File: src/rtl/ocd_regs.svh
// register offsets, field positions, reset values and routing codes for the output dividers
//
// Function
// - low time is low field plus one
// - high time is high field plus one
// - bypass passes input clock straight through
// - divider obeys sync unless ignore set
// - forced output follows force bit level
// - start-high bit picks first output level
// - phase offset delays start after sync
// - power-down puts three outputs safe low
// - direct bit clear drives outputs from divider
// - direct set, select 10b routes VCO
// - direct set, select 00b routes clock input
// - duty correction active while disable bit zero
// - direct set, select 01b has no effect
`ifndef OCD_REGS_SVH
`define OCD_REGS_SVH
`define OCD_ADDR_DIV2_CTRL   10'h197
`define OCD_ADDR_CH2_ROUTE   10'h198
`define OCD_ADDR_DIV3_COUNTS 10'h199
`define OCD_ADDR_DIV3_CTRL   10'h19A
`define OCD_ADDR_CH3_ROUTE   10'h19B
`define OCD_ADDR_DIV2_COUNTS 10'h196
`define OCD_BIT_BYPASS       7
`define OCD_BIT_IGNORE_SYNC  6
`define OCD_BIT_FORCE_HIGH   5
`define OCD_BIT_START_HIGH   4
`define OCD_BIT_POWER_DOWN   2
`define OCD_BIT_DIRECT       1
`define OCD_BIT_CORR_OFF     0
`define OCD_RST_DIV2_COUNTS  8'h11
`define OCD_RST_DIV3_COUNTS  8'h00
`define OCD_RST_CTRL         8'h00
`define OCD_RST_ROUTE        8'h00
`define OCD_SRC_CLK          2'h0
`define OCD_SRC_NONE         2'h1
`define OCD_SRC_VCO          2'h2
`endif

File: src/rtl/ocd_pkg.sv
// types shared by the output channel divider block
package ocd_pkg;
  typedef enum logic [1:0] {
    OCD_ST_HOLD  = 2'b00,
    OCD_ST_DELAY = 2'b01,
    OCD_ST_RUN   = 2'b10
  } ocd_state_t;

  // register bus request
  typedef struct packed {
    logic [9:0] addr;
    logic [7:0] wdata;
    logic       wr;
    logic       rd;
  } ocd_bus_t;

  // one channel's three clock outputs
  typedef struct packed {
    logic out_a;
    logic out_b;
    logic out_c;
  } ocd_group_t;
endpackage : ocd_pkg

File: src/rtl/ocd_top.sv
// output channel dividers 2 and 3 with their register bank and output routing
`timescale 1ns/1ps
`include "ocd_regs.svh"

////////////////////////////////////////////////////////////////////////////////
// one divider channel: counts, sync, force, phase offset and output routing
module ocd_channel
  import ocd_pkg::*;
(
  input  wire logic       clk,
  input  wire logic       arst_n,
  input  wire logic [7:0] counts,
  input  wire logic [7:0] ctrl,
  input  wire logic [7:0] route,
  input  wire logic       sync,
  input  wire logic [1:0] src_sel,
  input  wire logic       vco_in,
  input  wire logic       clk_in,
  output ocd_group_t      group_out,
  output logic            div_level,
  output ocd_state_t      state
);
  ocd_state_t next_state;
  logic [3:0] cnt;
  logic [3:0] next_cnt;
  logic       level;
  logic       next_level;
  logic       phase_done;
  logic       half_done;
  logic       obey_sync;
  logic       forcing;
  logic       div_out;
  logic       direct_out;
  logic       chan_out;
  logic       use_direct;
  logic       bypass;
  logic       pdown;
  logic       start_high;
  logic       force_level;
  logic [3:0] phase_ofs;
  logic [3:0] high_cnt;
  logic [3:0] low_cnt;

  // field decode
  assign bypass      = ctrl[`OCD_BIT_BYPASS];
  assign obey_sync   = ~ctrl[`OCD_BIT_IGNORE_SYNC];
  // forcing rides on ignore-sync, so a sync pulse can never disturb a static level
  assign forcing     = ctrl[`OCD_BIT_IGNORE_SYNC];
  assign force_level = ctrl[`OCD_BIT_FORCE_HIGH];
  assign start_high  = ctrl[`OCD_BIT_START_HIGH];
  assign phase_ofs   = ctrl[3:0];
  assign high_cnt    = counts[3:0];
  assign low_cnt     = counts[7:4];
  assign pdown       = route[`OCD_BIT_POWER_DOWN];
  // the no-effect source code leaves the channel on its divider
  assign use_direct  = route[`OCD_BIT_DIRECT] & (src_sel != `OCD_SRC_NONE);
  // a field value of n lasts n+1 input cycles
  assign half_done  = level ? (cnt == high_cnt)
                            : (cnt == low_cnt);
  assign phase_done = (cnt == phase_ofs);

  // next state: sync holds the divider, the offset delays release
  always_comb begin
    next_state = state;
    next_cnt   = cnt;
    next_level = level;
    if (obey_sync && sync) begin
      next_state = OCD_ST_HOLD;
      next_cnt   = 4'h0;
      next_level = ctrl[`OCD_BIT_START_HIGH];
    end else begin
      unique case (state)
        OCD_ST_HOLD: begin
          next_state = OCD_ST_DELAY;
          next_cnt   = 4'h0;
          next_level = ctrl[`OCD_BIT_START_HIGH];
        end
        OCD_ST_DELAY: begin
          next_cnt = cnt + 4'h1;
          if (phase_done) begin
            next_state = OCD_ST_RUN;
            next_cnt   = 4'h0;
          end
        end
        OCD_ST_RUN: begin
          // high plus low halves make one period of high+low+2 cycles
          if (half_done) begin
            next_cnt   = 4'h0;
            next_level = ~level;
          end else begin
            next_cnt = cnt + 4'h1;
          end
        end
        default: begin
          next_state = OCD_ST_HOLD;
          next_cnt   = 4'h0;
        end
      endcase
    end
  end

  // counter state; a powered-down or bypassed divider sits in hold
  always_ff @(posedge clk or negedge arst_n) begin
    if (!arst_n) begin
      state <= OCD_ST_HOLD;
      cnt   <= 4'h0;
      level <= 1'b0;
    end else if (bypass || pdown) begin
      state <= OCD_ST_HOLD;
      cnt   <= 4'h0;
      level <= start_high;
    end else begin
      state <= next_state;
      cnt   <= next_cnt;
      level <= next_level;
    end
  end

  // divider output: input clock in bypass, forced level while sync ignored, the counted level in run, else the start level.
  // duty correction only matters for odd ratios of an analog edge; in this
  // cycle-based model the counted halves already set the duty cycle.
  assign div_out = bypass ? clk_in
                 : forcing ? force_level
                 : (state == OCD_ST_RUN) ? level
                 : start_high;
  assign direct_out = (src_sel == `OCD_SRC_VCO) ? vco_in
                    : clk_in;
  assign chan_out = pdown ? 1'b0
                  : use_direct ? direct_out
                  : div_out;

  // registered outputs; the status level shows what the divider stage drives
  always_ff @(posedge clk or negedge arst_n) begin
    if (!arst_n) begin
      group_out <= '0;
      div_level <= 1'b0;
    end else begin
      group_out <= {3{chan_out}};
      div_level <= div_out;
    end
  end
endmodule : ocd_channel

////////////////////////////////////////////////////////////////////////////////
// top: register bank on a plain port and two channels
module ocd_top
  import ocd_pkg::*;
(
  input  wire logic [9:0] addr,
  input  wire logic [7:0] wdata,
  input  wire logic       wr,
  input  wire logic       rd,
  output logic      [7:0] rdata,
  input  wire logic       clk,
  input  wire logic       arst_n,
  input  wire logic       sync,
  input  wire logic [1:0] src_sel,
  input  wire logic       vco_in,
  input  wire logic       clk_in,
  output logic            group2_output_a,
  output logic            group2_output_b,
  output logic            group2_output_c,
  output logic            group3_output_a,
  output logic            group3_output_b,
  output logic            group3_output_c,
  output logic            duty_cycle_correction2,
  output logic            duty_cycle_correction3
);
  ocd_bus_t   bus;
  ocd_group_t grp2;
  ocd_group_t grp3;
  ocd_state_t st2;
  ocd_state_t st3;
  logic [7:0] divider2_cycle_counts;
  logic [7:0] divider2_control;
  logic [7:0] channel2_routing_power;
  logic [7:0] divider3_cycle_counts;
  logic [7:0] divider3_control;
  logic [7:0] channel3_routing_power;
  logic [7:0] next_rdata;
  logic       lvl2;
  logic       lvl3;
  logic       hit_div2_counts;
  logic       hit_div2_ctrl;
  logic       hit_ch2_route;
  logic       hit_div3_counts;
  logic       hit_div3_ctrl;
  logic       hit_ch3_route;
  logic       we_div2_counts;
  logic       we_div2_ctrl;
  logic       we_ch2_route;
  logic       we_div3_counts;
  logic       we_div3_ctrl;
  logic       we_ch3_route;
  logic [7:0] rd_ch2_route;
  logic [7:0] rd_ch3_route;
  logic       corr_on2;
  logic       corr_on3;

  assign bus = '{addr: addr, wdata: wdata, wr: wr, rd: rd};

  // address decode, shared by the write enables and the read mux
  assign hit_div2_counts = (bus.addr == `OCD_ADDR_DIV2_COUNTS);
  assign hit_div2_ctrl   = (bus.addr == `OCD_ADDR_DIV2_CTRL);
  assign hit_ch2_route   = (bus.addr == `OCD_ADDR_CH2_ROUTE);
  assign hit_div3_counts = (bus.addr == `OCD_ADDR_DIV3_COUNTS);
  assign hit_div3_ctrl   = (bus.addr == `OCD_ADDR_DIV3_CTRL);
  assign hit_ch3_route   = (bus.addr == `OCD_ADDR_CH3_ROUTE);

  // write enables; a write to any other address finds no register and is dropped
  assign we_div2_counts = bus.wr & hit_div2_counts;
  assign we_div2_ctrl   = bus.wr & hit_div2_ctrl;
  assign we_ch2_route   = bus.wr & hit_ch2_route;
  assign we_div3_counts = bus.wr & hit_div3_counts;
  assign we_div3_ctrl   = bus.wr & hit_div3_ctrl;
  assign we_ch3_route   = bus.wr & hit_ch3_route;

  // divider 2 cycle counts; the reset value gives two cycles low and two high
  always_ff @(posedge clk or negedge arst_n) begin
    if (!arst_n) begin
      divider2_cycle_counts <= `OCD_RST_DIV2_COUNTS;
    end else if (we_div2_counts) begin
      divider2_cycle_counts <= bus.wdata;
    end
  end

  // divider 2 control byte
  always_ff @(posedge clk or negedge arst_n) begin
    if (!arst_n) begin
      divider2_control <= `OCD_RST_CTRL;
    end else if (we_div2_ctrl) begin
      divider2_control <= bus.wdata;
    end
  end

  // channel 2 routing and power; only bits 2:0 are stored, bits 7:5 read back status and 4:3 read zero
  always_ff @(posedge clk or negedge arst_n) begin
    if (!arst_n) begin
      channel2_routing_power <= `OCD_RST_ROUTE;
    end else if (we_ch2_route) begin
      channel2_routing_power <= {5'h00, bus.wdata[2:0]};
    end
  end

  // divider 3 cycle counts; the reset value divides by two
  always_ff @(posedge clk or negedge arst_n) begin
    if (!arst_n) begin
      divider3_cycle_counts <= `OCD_RST_DIV3_COUNTS;
    end else if (we_div3_counts) begin
      divider3_cycle_counts <= bus.wdata;
    end
  end

  // divider 3 control byte; phase offset starts at zero
  always_ff @(posedge clk or negedge arst_n) begin
    if (!arst_n) begin
      divider3_control <= `OCD_RST_CTRL;
    end else if (we_div3_ctrl) begin
      divider3_control <= bus.wdata;
    end
  end

  // channel 3 routing and power; same layout as channel 2
  always_ff @(posedge clk or negedge arst_n) begin
    if (!arst_n) begin
      channel3_routing_power <= `OCD_RST_ROUTE;
    end else if (we_ch3_route) begin
      channel3_routing_power <= {5'h00, bus.wdata[2:0]};
    end
  end

  // routing reads carry divider state in 7:6 and the stage level in 5
  assign rd_ch2_route = {st2, lvl2, 2'h0, channel2_routing_power[2:0]};
  assign rd_ch3_route = {st3, lvl3, 2'h0, channel3_routing_power[2:0]};

  // read mux; unmapped addresses read zero
  assign next_rdata = hit_div2_counts ? divider2_cycle_counts  :
                      hit_div2_ctrl   ? divider2_control       :
                      hit_ch2_route   ? rd_ch2_route           :
                      hit_div3_counts ? divider3_cycle_counts  :
                      hit_div3_ctrl   ? divider3_control       :
                      hit_ch3_route   ? rd_ch3_route           :
                      8'h00;

  // read data stands only in the cycle after the strobe
  always_ff @(posedge clk or negedge arst_n) begin
    if (!arst_n) begin
      rdata <= 8'h00;
    end else begin
      rdata <= bus.rd ? next_rdata : 8'h00;
    end
  end

  // channel 2 feeds the group 2 outputs
  ocd_channel u_ch2 (
    .clk       (clk),
    .arst_n    (arst_n),
    .counts    (divider2_cycle_counts),
    .ctrl      (divider2_control),
    .route     (channel2_routing_power),
    .sync      (sync),
    .src_sel   (src_sel),
    .vco_in    (vco_in),
    .clk_in    (clk_in),
    .group_out (grp2),
    .div_level (lvl2),
    .state     (st2)
  );

  // channel 3 shares sync and sources; each divider releases after its own phase offset
  ocd_channel u_ch3 (
    .clk       (clk),
    .arst_n    (arst_n),
    .counts    (divider3_cycle_counts),
    .ctrl      (divider3_control),
    .route     (channel3_routing_power),
    .sync      (sync),
    .src_sel   (src_sel),
    .vco_in    (vco_in),
    .clk_in    (clk_in),
    .group_out (grp3),
    .div_level (lvl3),
    .state     (st3)
  );

  // outputs come straight from channel flip-flops
  assign group2_output_a = grp2.out_a;
  assign group2_output_b = grp2.out_b;
  assign group2_output_c = grp2.out_c;
  assign group3_output_a = grp3.out_a;
  assign group3_output_b = grp3.out_b;
  assign group3_output_c = grp3.out_c;

  // correction is on while its disable bit is clear
  assign corr_on2 = ~channel2_routing_power[`OCD_BIT_CORR_OFF];
  assign corr_on3 = ~channel3_routing_power[`OCD_BIT_CORR_OFF];

  // correction-active flags, held in flip-flops so they change on the clock like the outputs
  always_ff @(posedge clk or negedge arst_n) begin
    if (!arst_n) begin
      duty_cycle_correction2 <= 1'b0;
      duty_cycle_correction3 <= 1'b0;
    end else begin
      duty_cycle_correction2 <= corr_on2;
      duty_cycle_correction3 <= corr_on3;
    end
  end
endmodule : ocd_top

File: config.mk
export PLATFORM = sky130hd
export DESIGN_NAME = ocd_top
export DESIGN_NICKNAME = d
export VERILOG_FILES = /design/src/rtl/ocd_pkg.sv /design/src/rtl/ocd_top.sv
export VERILOG_INCLUDE_DIRS = /design/src /design/src/rtl
export SDC_FILE = /design/constraint.sdc
export NUM_CORES = 1
export LEC_CHECK = 0
export BUFFER_PORTS_ARGS = -buffer_cell sky130_fd_sc_hd__buf_2
export CAP_MARGIN = 20
export CORE_MARGIN = 5
export CORE_UTILIZATION = 60
export DETAILED_ROUTE_END_ITERATION = 8
export PLACE_DENSITY_LB_ADDON = 0.08
export SYNTH_ARGS = -nofsm -noshare
export SYNTH_HDL_FRONTEND = slang
export SYNTH_SLANG_ARGS = --single-unit
File: constraint.sdc
create_clock -name clk -period 3.08 [get_ports clk]
set_input_delay 0.154 -clock clk [delete_from_list [all_inputs] [get_ports clk]]
set_output_delay 0.154 -clock clk [all_outputs]
set_load 0.005 [all_outputs]
# Yosys cells after proc, flatten, opt, wreduce, memory -nomap -nowiden
# Index checks and enable logic that the tools add are counted.
# totals
regBits	66
output_inout_bits	16
elab_cells	117
# op_classes
n_addsub	2
n_eq_ne	24
muxes	46
n_bitwise	14
n_reduce_logical	12
# ops
op	count
== test 10 x 9 -> 1 bit, second input constant	6
2-to-1 mux 8 bit	7
2-to-1 mux 4 bit	8
== test 4 bit	6
2-to-1 mux 1 bit	19
!= test 4 x 1 -> 1 bit, second input constant	4
one-hot mux 4 bit (2 select lines)	2
2-to-1 mux 2 bit	6
one-hot mux 2 bit (3 select lines)	2
adder 4 x 1 -> 4 bit, second input constant	2
bitwise AND 1 bit	8
AND reduction 2 bit	4
nonzero test 4 bit	2
== test 2 bit, second input constant	3
!= test 3 x 1 -> 1 bit, second input constant	2
inverter 1 bit	6
== test 2 x 1 -> 1 bit, second input constant	2
zero test 2 bit	2
one-hot mux 1 bit (2 select lines)	2
logical AND 1 bit	2
logical OR 1 bit	2
!= test 2 x 1 -> 1 bit, second input constant	1

# Depth between registers and ports, before layout
# logic_depth
depth_word	8
depth_mapped	8
mapped_depth_nobuf	7

# By module
# Synthesis repeated with hierarchy kept, for this count alone.
# hier_totals
hier_cells	322
area_unflattened_um2	3618.5
# modules_own_cells
mod	instances	cells_per_inst	area_each_um2	seq_area_each_um2
ocd_top	1	180	2264.7	1203.7
ocd_channel	2	71	676.9	225.2

# Worst setup path before layout
# OpenSTA, ideal clock, no wires.
# synth_timing
kind	register -> register
start	reg u_ch3.state[0]
end	reg u_ch3.group_out[2] in the netlist's numbering
setup_ps	134
arrival_time_ps	1527
t_required_ps	2946
setup_slack_ps	1419
path_stages_with_launch	9
n_path_buf	1
path_cell_list	dfrtp_1 inv_1 ha_1 clkbuf_1 mux2i_1 o21ai_0 mux2_2 a21oi_1 a311oi_1
# synth_via
elab_chain_cells	6
# synth_lines
element	line_no	source
start, declared	ocd_top.sv:21	output ocd_state_t state
start signal, assigned	ocd_top.sv:113	state <= next_state;
== test 2 bit	ocd_top.sv:124	: (state == OCD_ST_RUN) ? level
2-to-1 mux 1 bit	ocd_top.sv:124	
2-to-1 mux 1 bit	ocd_top.sv:123	: forcing ? force_level
2-to-1 mux 1 bit	ocd_top.sv:122	assign div_out = bypass ? clk_in
via u_ch3.div_out	ocd_top.sv:32	logic div_out;
2-to-1 mux 1 bit	ocd_top.sv:129	: use_direct ? direct_out
2-to-1 mux 1 bit	ocd_top.sv:128	assign chan_out = pdown ? 1'b0
via u_ch3.chan_out	ocd_top.sv:34	logic chan_out;
end signal, assigned	ocd_top.sv:138	group_out <= {3{chan_out}};
end, declared	ocd_top.sv:19	output ocd_group_t group_out,
# The timed path passes the listed nets, and every way through them passes these cells.
# A chain may end at the register's enable or synchronous reset.

# Worst setup path in the final report
# Same ends and word-level chain as after synthesis.

==> impl_metrics.tcl <==
set metrics [dict create \
    outcome "finished with violations" \
    violations "hold timing" \
    seqPwrFrac 0.524 \
    antenna_found_initial 0 \
    postLayoutCellArea_um2 3800 \
    grt_max_degree 67 \
    worst_pin_slew_ns 0.919 \
    clockBufferDepth 2 \
    synth_area_um2 3400 \
    yosys-top-cells-area "dfrtp_1, mux2_2, mux2_1" \
    dr_total_vias 2393 \
    die_y_um 85.3 \
    firstDrtPassIters 4 \
    ir_worst_vdd_mv 0.281 \
    post_cts_resized 0 \
    clock_latency_ns 0.35 \
    worst-path-max-fanout 9 \
    cts_tree "done" \
    fmax_mhz 531 \
    area_delta_synth_final_pct 11.7 \
    ys_warn_count 0 \
    grt-ovfl-total 0 \
    final.setup.worst_slack_ns 1.20 \
    cts_root_buf "clkbuf_8" \
    core-area_um2 5510 \
    synth-async-reset-ratio 1.00 \
    ys_types 34 \
    fin_worst_skew_ns 0.00742 \
    required_ns 3.31 \
    drc 0 \
    die-area_um2 7280 \
    holdCritPathClass "input pin to asynchronous set/reset pin" \
    crit_family "multiplexers" \
    leakagePower_nw 1.87 \
    dp_slack_ns 1.08 \
    clk_pin_slew_ns 0.07 \
    yosys_most_used_dff "dfrtp_1" \
    layout.cells.non_filler 401 \
    yosys.cell_count.top_type "dfrtp_1" \
    vias_per_cell 5.97 \
    final-setup-viol-count 0 \
    grt_pass1_vias 2480 \
    relSlewSlack 0.384 \
    drt_iter0_drc 168 \
    synth_top_area_cell "dfrtp_1" \
    yosys.area.top_type_share 0.471 \
    power_switching_w 0.000508 \
    wirelength_um 7720 \
    final.setup.tns_ns 0 \
    synth.net_count 321 \
    std_cell_rows 27 \
    pwr-share-clk 0.361 \
    htreeDepth 3 \
    clock_sinks 66 \
    place_congestion 0.836 \
    synth-edff-count 0 \
    wl_per_cell_um 19.3 \
    arrival_ns 2.11 \
    multi_input_area_um2 1630 \
    start_util 0.618 \
    period_minus_slack_ns 1.88 \
    critPathCaptureType "register" \
    switching_share 0.286 \
    filler_cell_count 394 \
    placed_area_um2 3630 \
    drive_gt1_frac 0.277 \
    maxCapViolations 0 \
    maxSlewViolCount 0 \
    p_int_w 0.00127 \
    grtUsageTotal 0.231 \
    ff_latch_area_um2 1650 \
    finalHoldViolations 8 \
    cts_made_buffers 9 \
    rsz0062_at_grt "no" \
    power_density_nw_per_um2 467 \
    finalNetCount 362 \
    slowest_stage "dfrtp_1" \
    cts_post_setup_buffers_inserted 0 \
    dp.cells 386 \
    holdBufCountCts 0 \
    syn_avg_cell_area_um2 12.0 \
    crit_path_start_kind "register" \
    synth_seq_cells 66 \
    synth-seq-area-share 0.486 \
    num_io_pins 43 \
    dp.final_hpwl_um 5670 \
    io_buffer_count 42 \
    pwr-share-comb 0.115 \
    criticalPathCategory "register to register" \
    grt_pass1_wl_um 12800 \
    route.antenna.remaining_nets 0 \
    yosys-top-cells-count "dfrtp_1, mux2_2, xor2_1, mux2_1, nor3_1" \
    hold_ws_ns -0.0292 \
    antenna_cells 0 \
    period_share 0.612 \
    syn_inst 284 \
    cpPeakStageDelay_ns 0.44 \
    path_buf_inv 1 \
    path_cells "inv_1 -> ha_1 -> mux2i_1 -> o21ai_0 -> mux2_2 -> a21oi_1 -> a311oi_1" \
    dieWidth_um 85.3 \
]
[routing by layer]
layer  vias to the layer above  GRT usage  share of wire
li1                       1108          -              -
met1                      1209      0.313           0.44
met2                        56      0.358           0.48
met3                        20     0.0553          0.050
met4                         0     0.0964          0.026
met5                         -          0              0
[state kept, by name (all words and copies together) (netlist names)]
register / flops
u_ch3.div_level: 1
u_ch3.cnt: 4
u_ch2.cnt: 4
duty_cycle_correction3: 1
divider2_cycle_counts: 8
channel2_routing_power: 3
rdata: 8
divider3_control: 8
duty_cycle_correction2: 1
divider3_cycle_counts: 8
channel3_routing_power: 3
u_ch3.group_out: 1
divider2_control: 8
u_ch2.level: 1
u_ch3.state: 2
u_ch2.div_level: 1
u_ch2.state: 2
u_ch2.group_out: 1
u_ch3.level: 1
[power by group through the flow]
stage	clock, W	sequential, W	combinational, W
4_1_cts	0.000648	0.000930	0.000205
5_1_grt	0.000694	0.000934	0.000227
6_report	0.000641	0.000930	0.000204
3_5_place_dp	0	0.000947	0.000202
3_3_place_gp	0	0.000946	0.000198
2_1_floorplan	0	0.000923	0.000145
[area by class of cell]
class / instances / area share
timing repair buffer: 43 / 0.0573
inverter: 12 / 0.0118
sequential: 66 / 0.435
clock buffer: 9 / 0.0326
clock inverter: 6 / 0.0112
multi-input combinational: 193 / 0.428
tap: 72 / 0.0237
[placed cells by master (no fill, tap or decap), types with 10 or more instances in the layout]
master | netlist | final
buf_2 | 4 | 42
nor2_1 | 11 | 11
mux2i_1 | 13 | 13
mux2_1 | 16 | 16
dfrtp_1 | 64 | 64
nor3_1 | 16 | 16
a21oi_1 | 12 | 12
inv_1 | 12 | 12
ha_1 | 10 | 10
nand2_1 | 10 | 10
mux2_2 | 24 | 24
xor2_1 | 18 | 18
[cells by family (layout without fill, tap and decap cells)]
kind of cell,count (synthesis),in the layout,synth area share
buf+inv,25,70,0.0357
compound gates,37,37,0.0743
xor+xnor,20,20,0.0515
mux,59,59,0.210
simple gates,67,67,0.106
fa+ha+maj,10,10,0.0368
flops,66,66,0.486
[metrics by stage]
stage,utilization,total power [W]
2_1_floorplan,-,0.00107
3_3_place_gp,0.660,0.00114
3_5_place_dp,0.660,0.00115
4_1_cts,0.690,0.00178
5_1_grt,0.690,0.00186
6_report,0.690,0.00177
[path summary, 6_finish.rpt]
path | cells past startpoint | slack (ns) | from | endpoint
setup / recovery | 7 | 1.20 | u_ch3.state[0] | u_ch3.group_out[2]
hold / removal | 2 | -0.03 | arst_n | u_ch2.cnt[0]
setup reg to reg | 7 | 1.20 | u_ch3.state[0] | u_ch3.group_out[2]
hold reg to reg | 1 | 0.47 | channel3_routing_power[0] | duty_cycle_correction3
max in group asynchronous | 2 | 2.55 | arst_n | u_ch3.cnt[1]
min in group clk | 2 | 0.09 | clk_in | u_ch3.div_level
(Power assumes the default switching activity.)
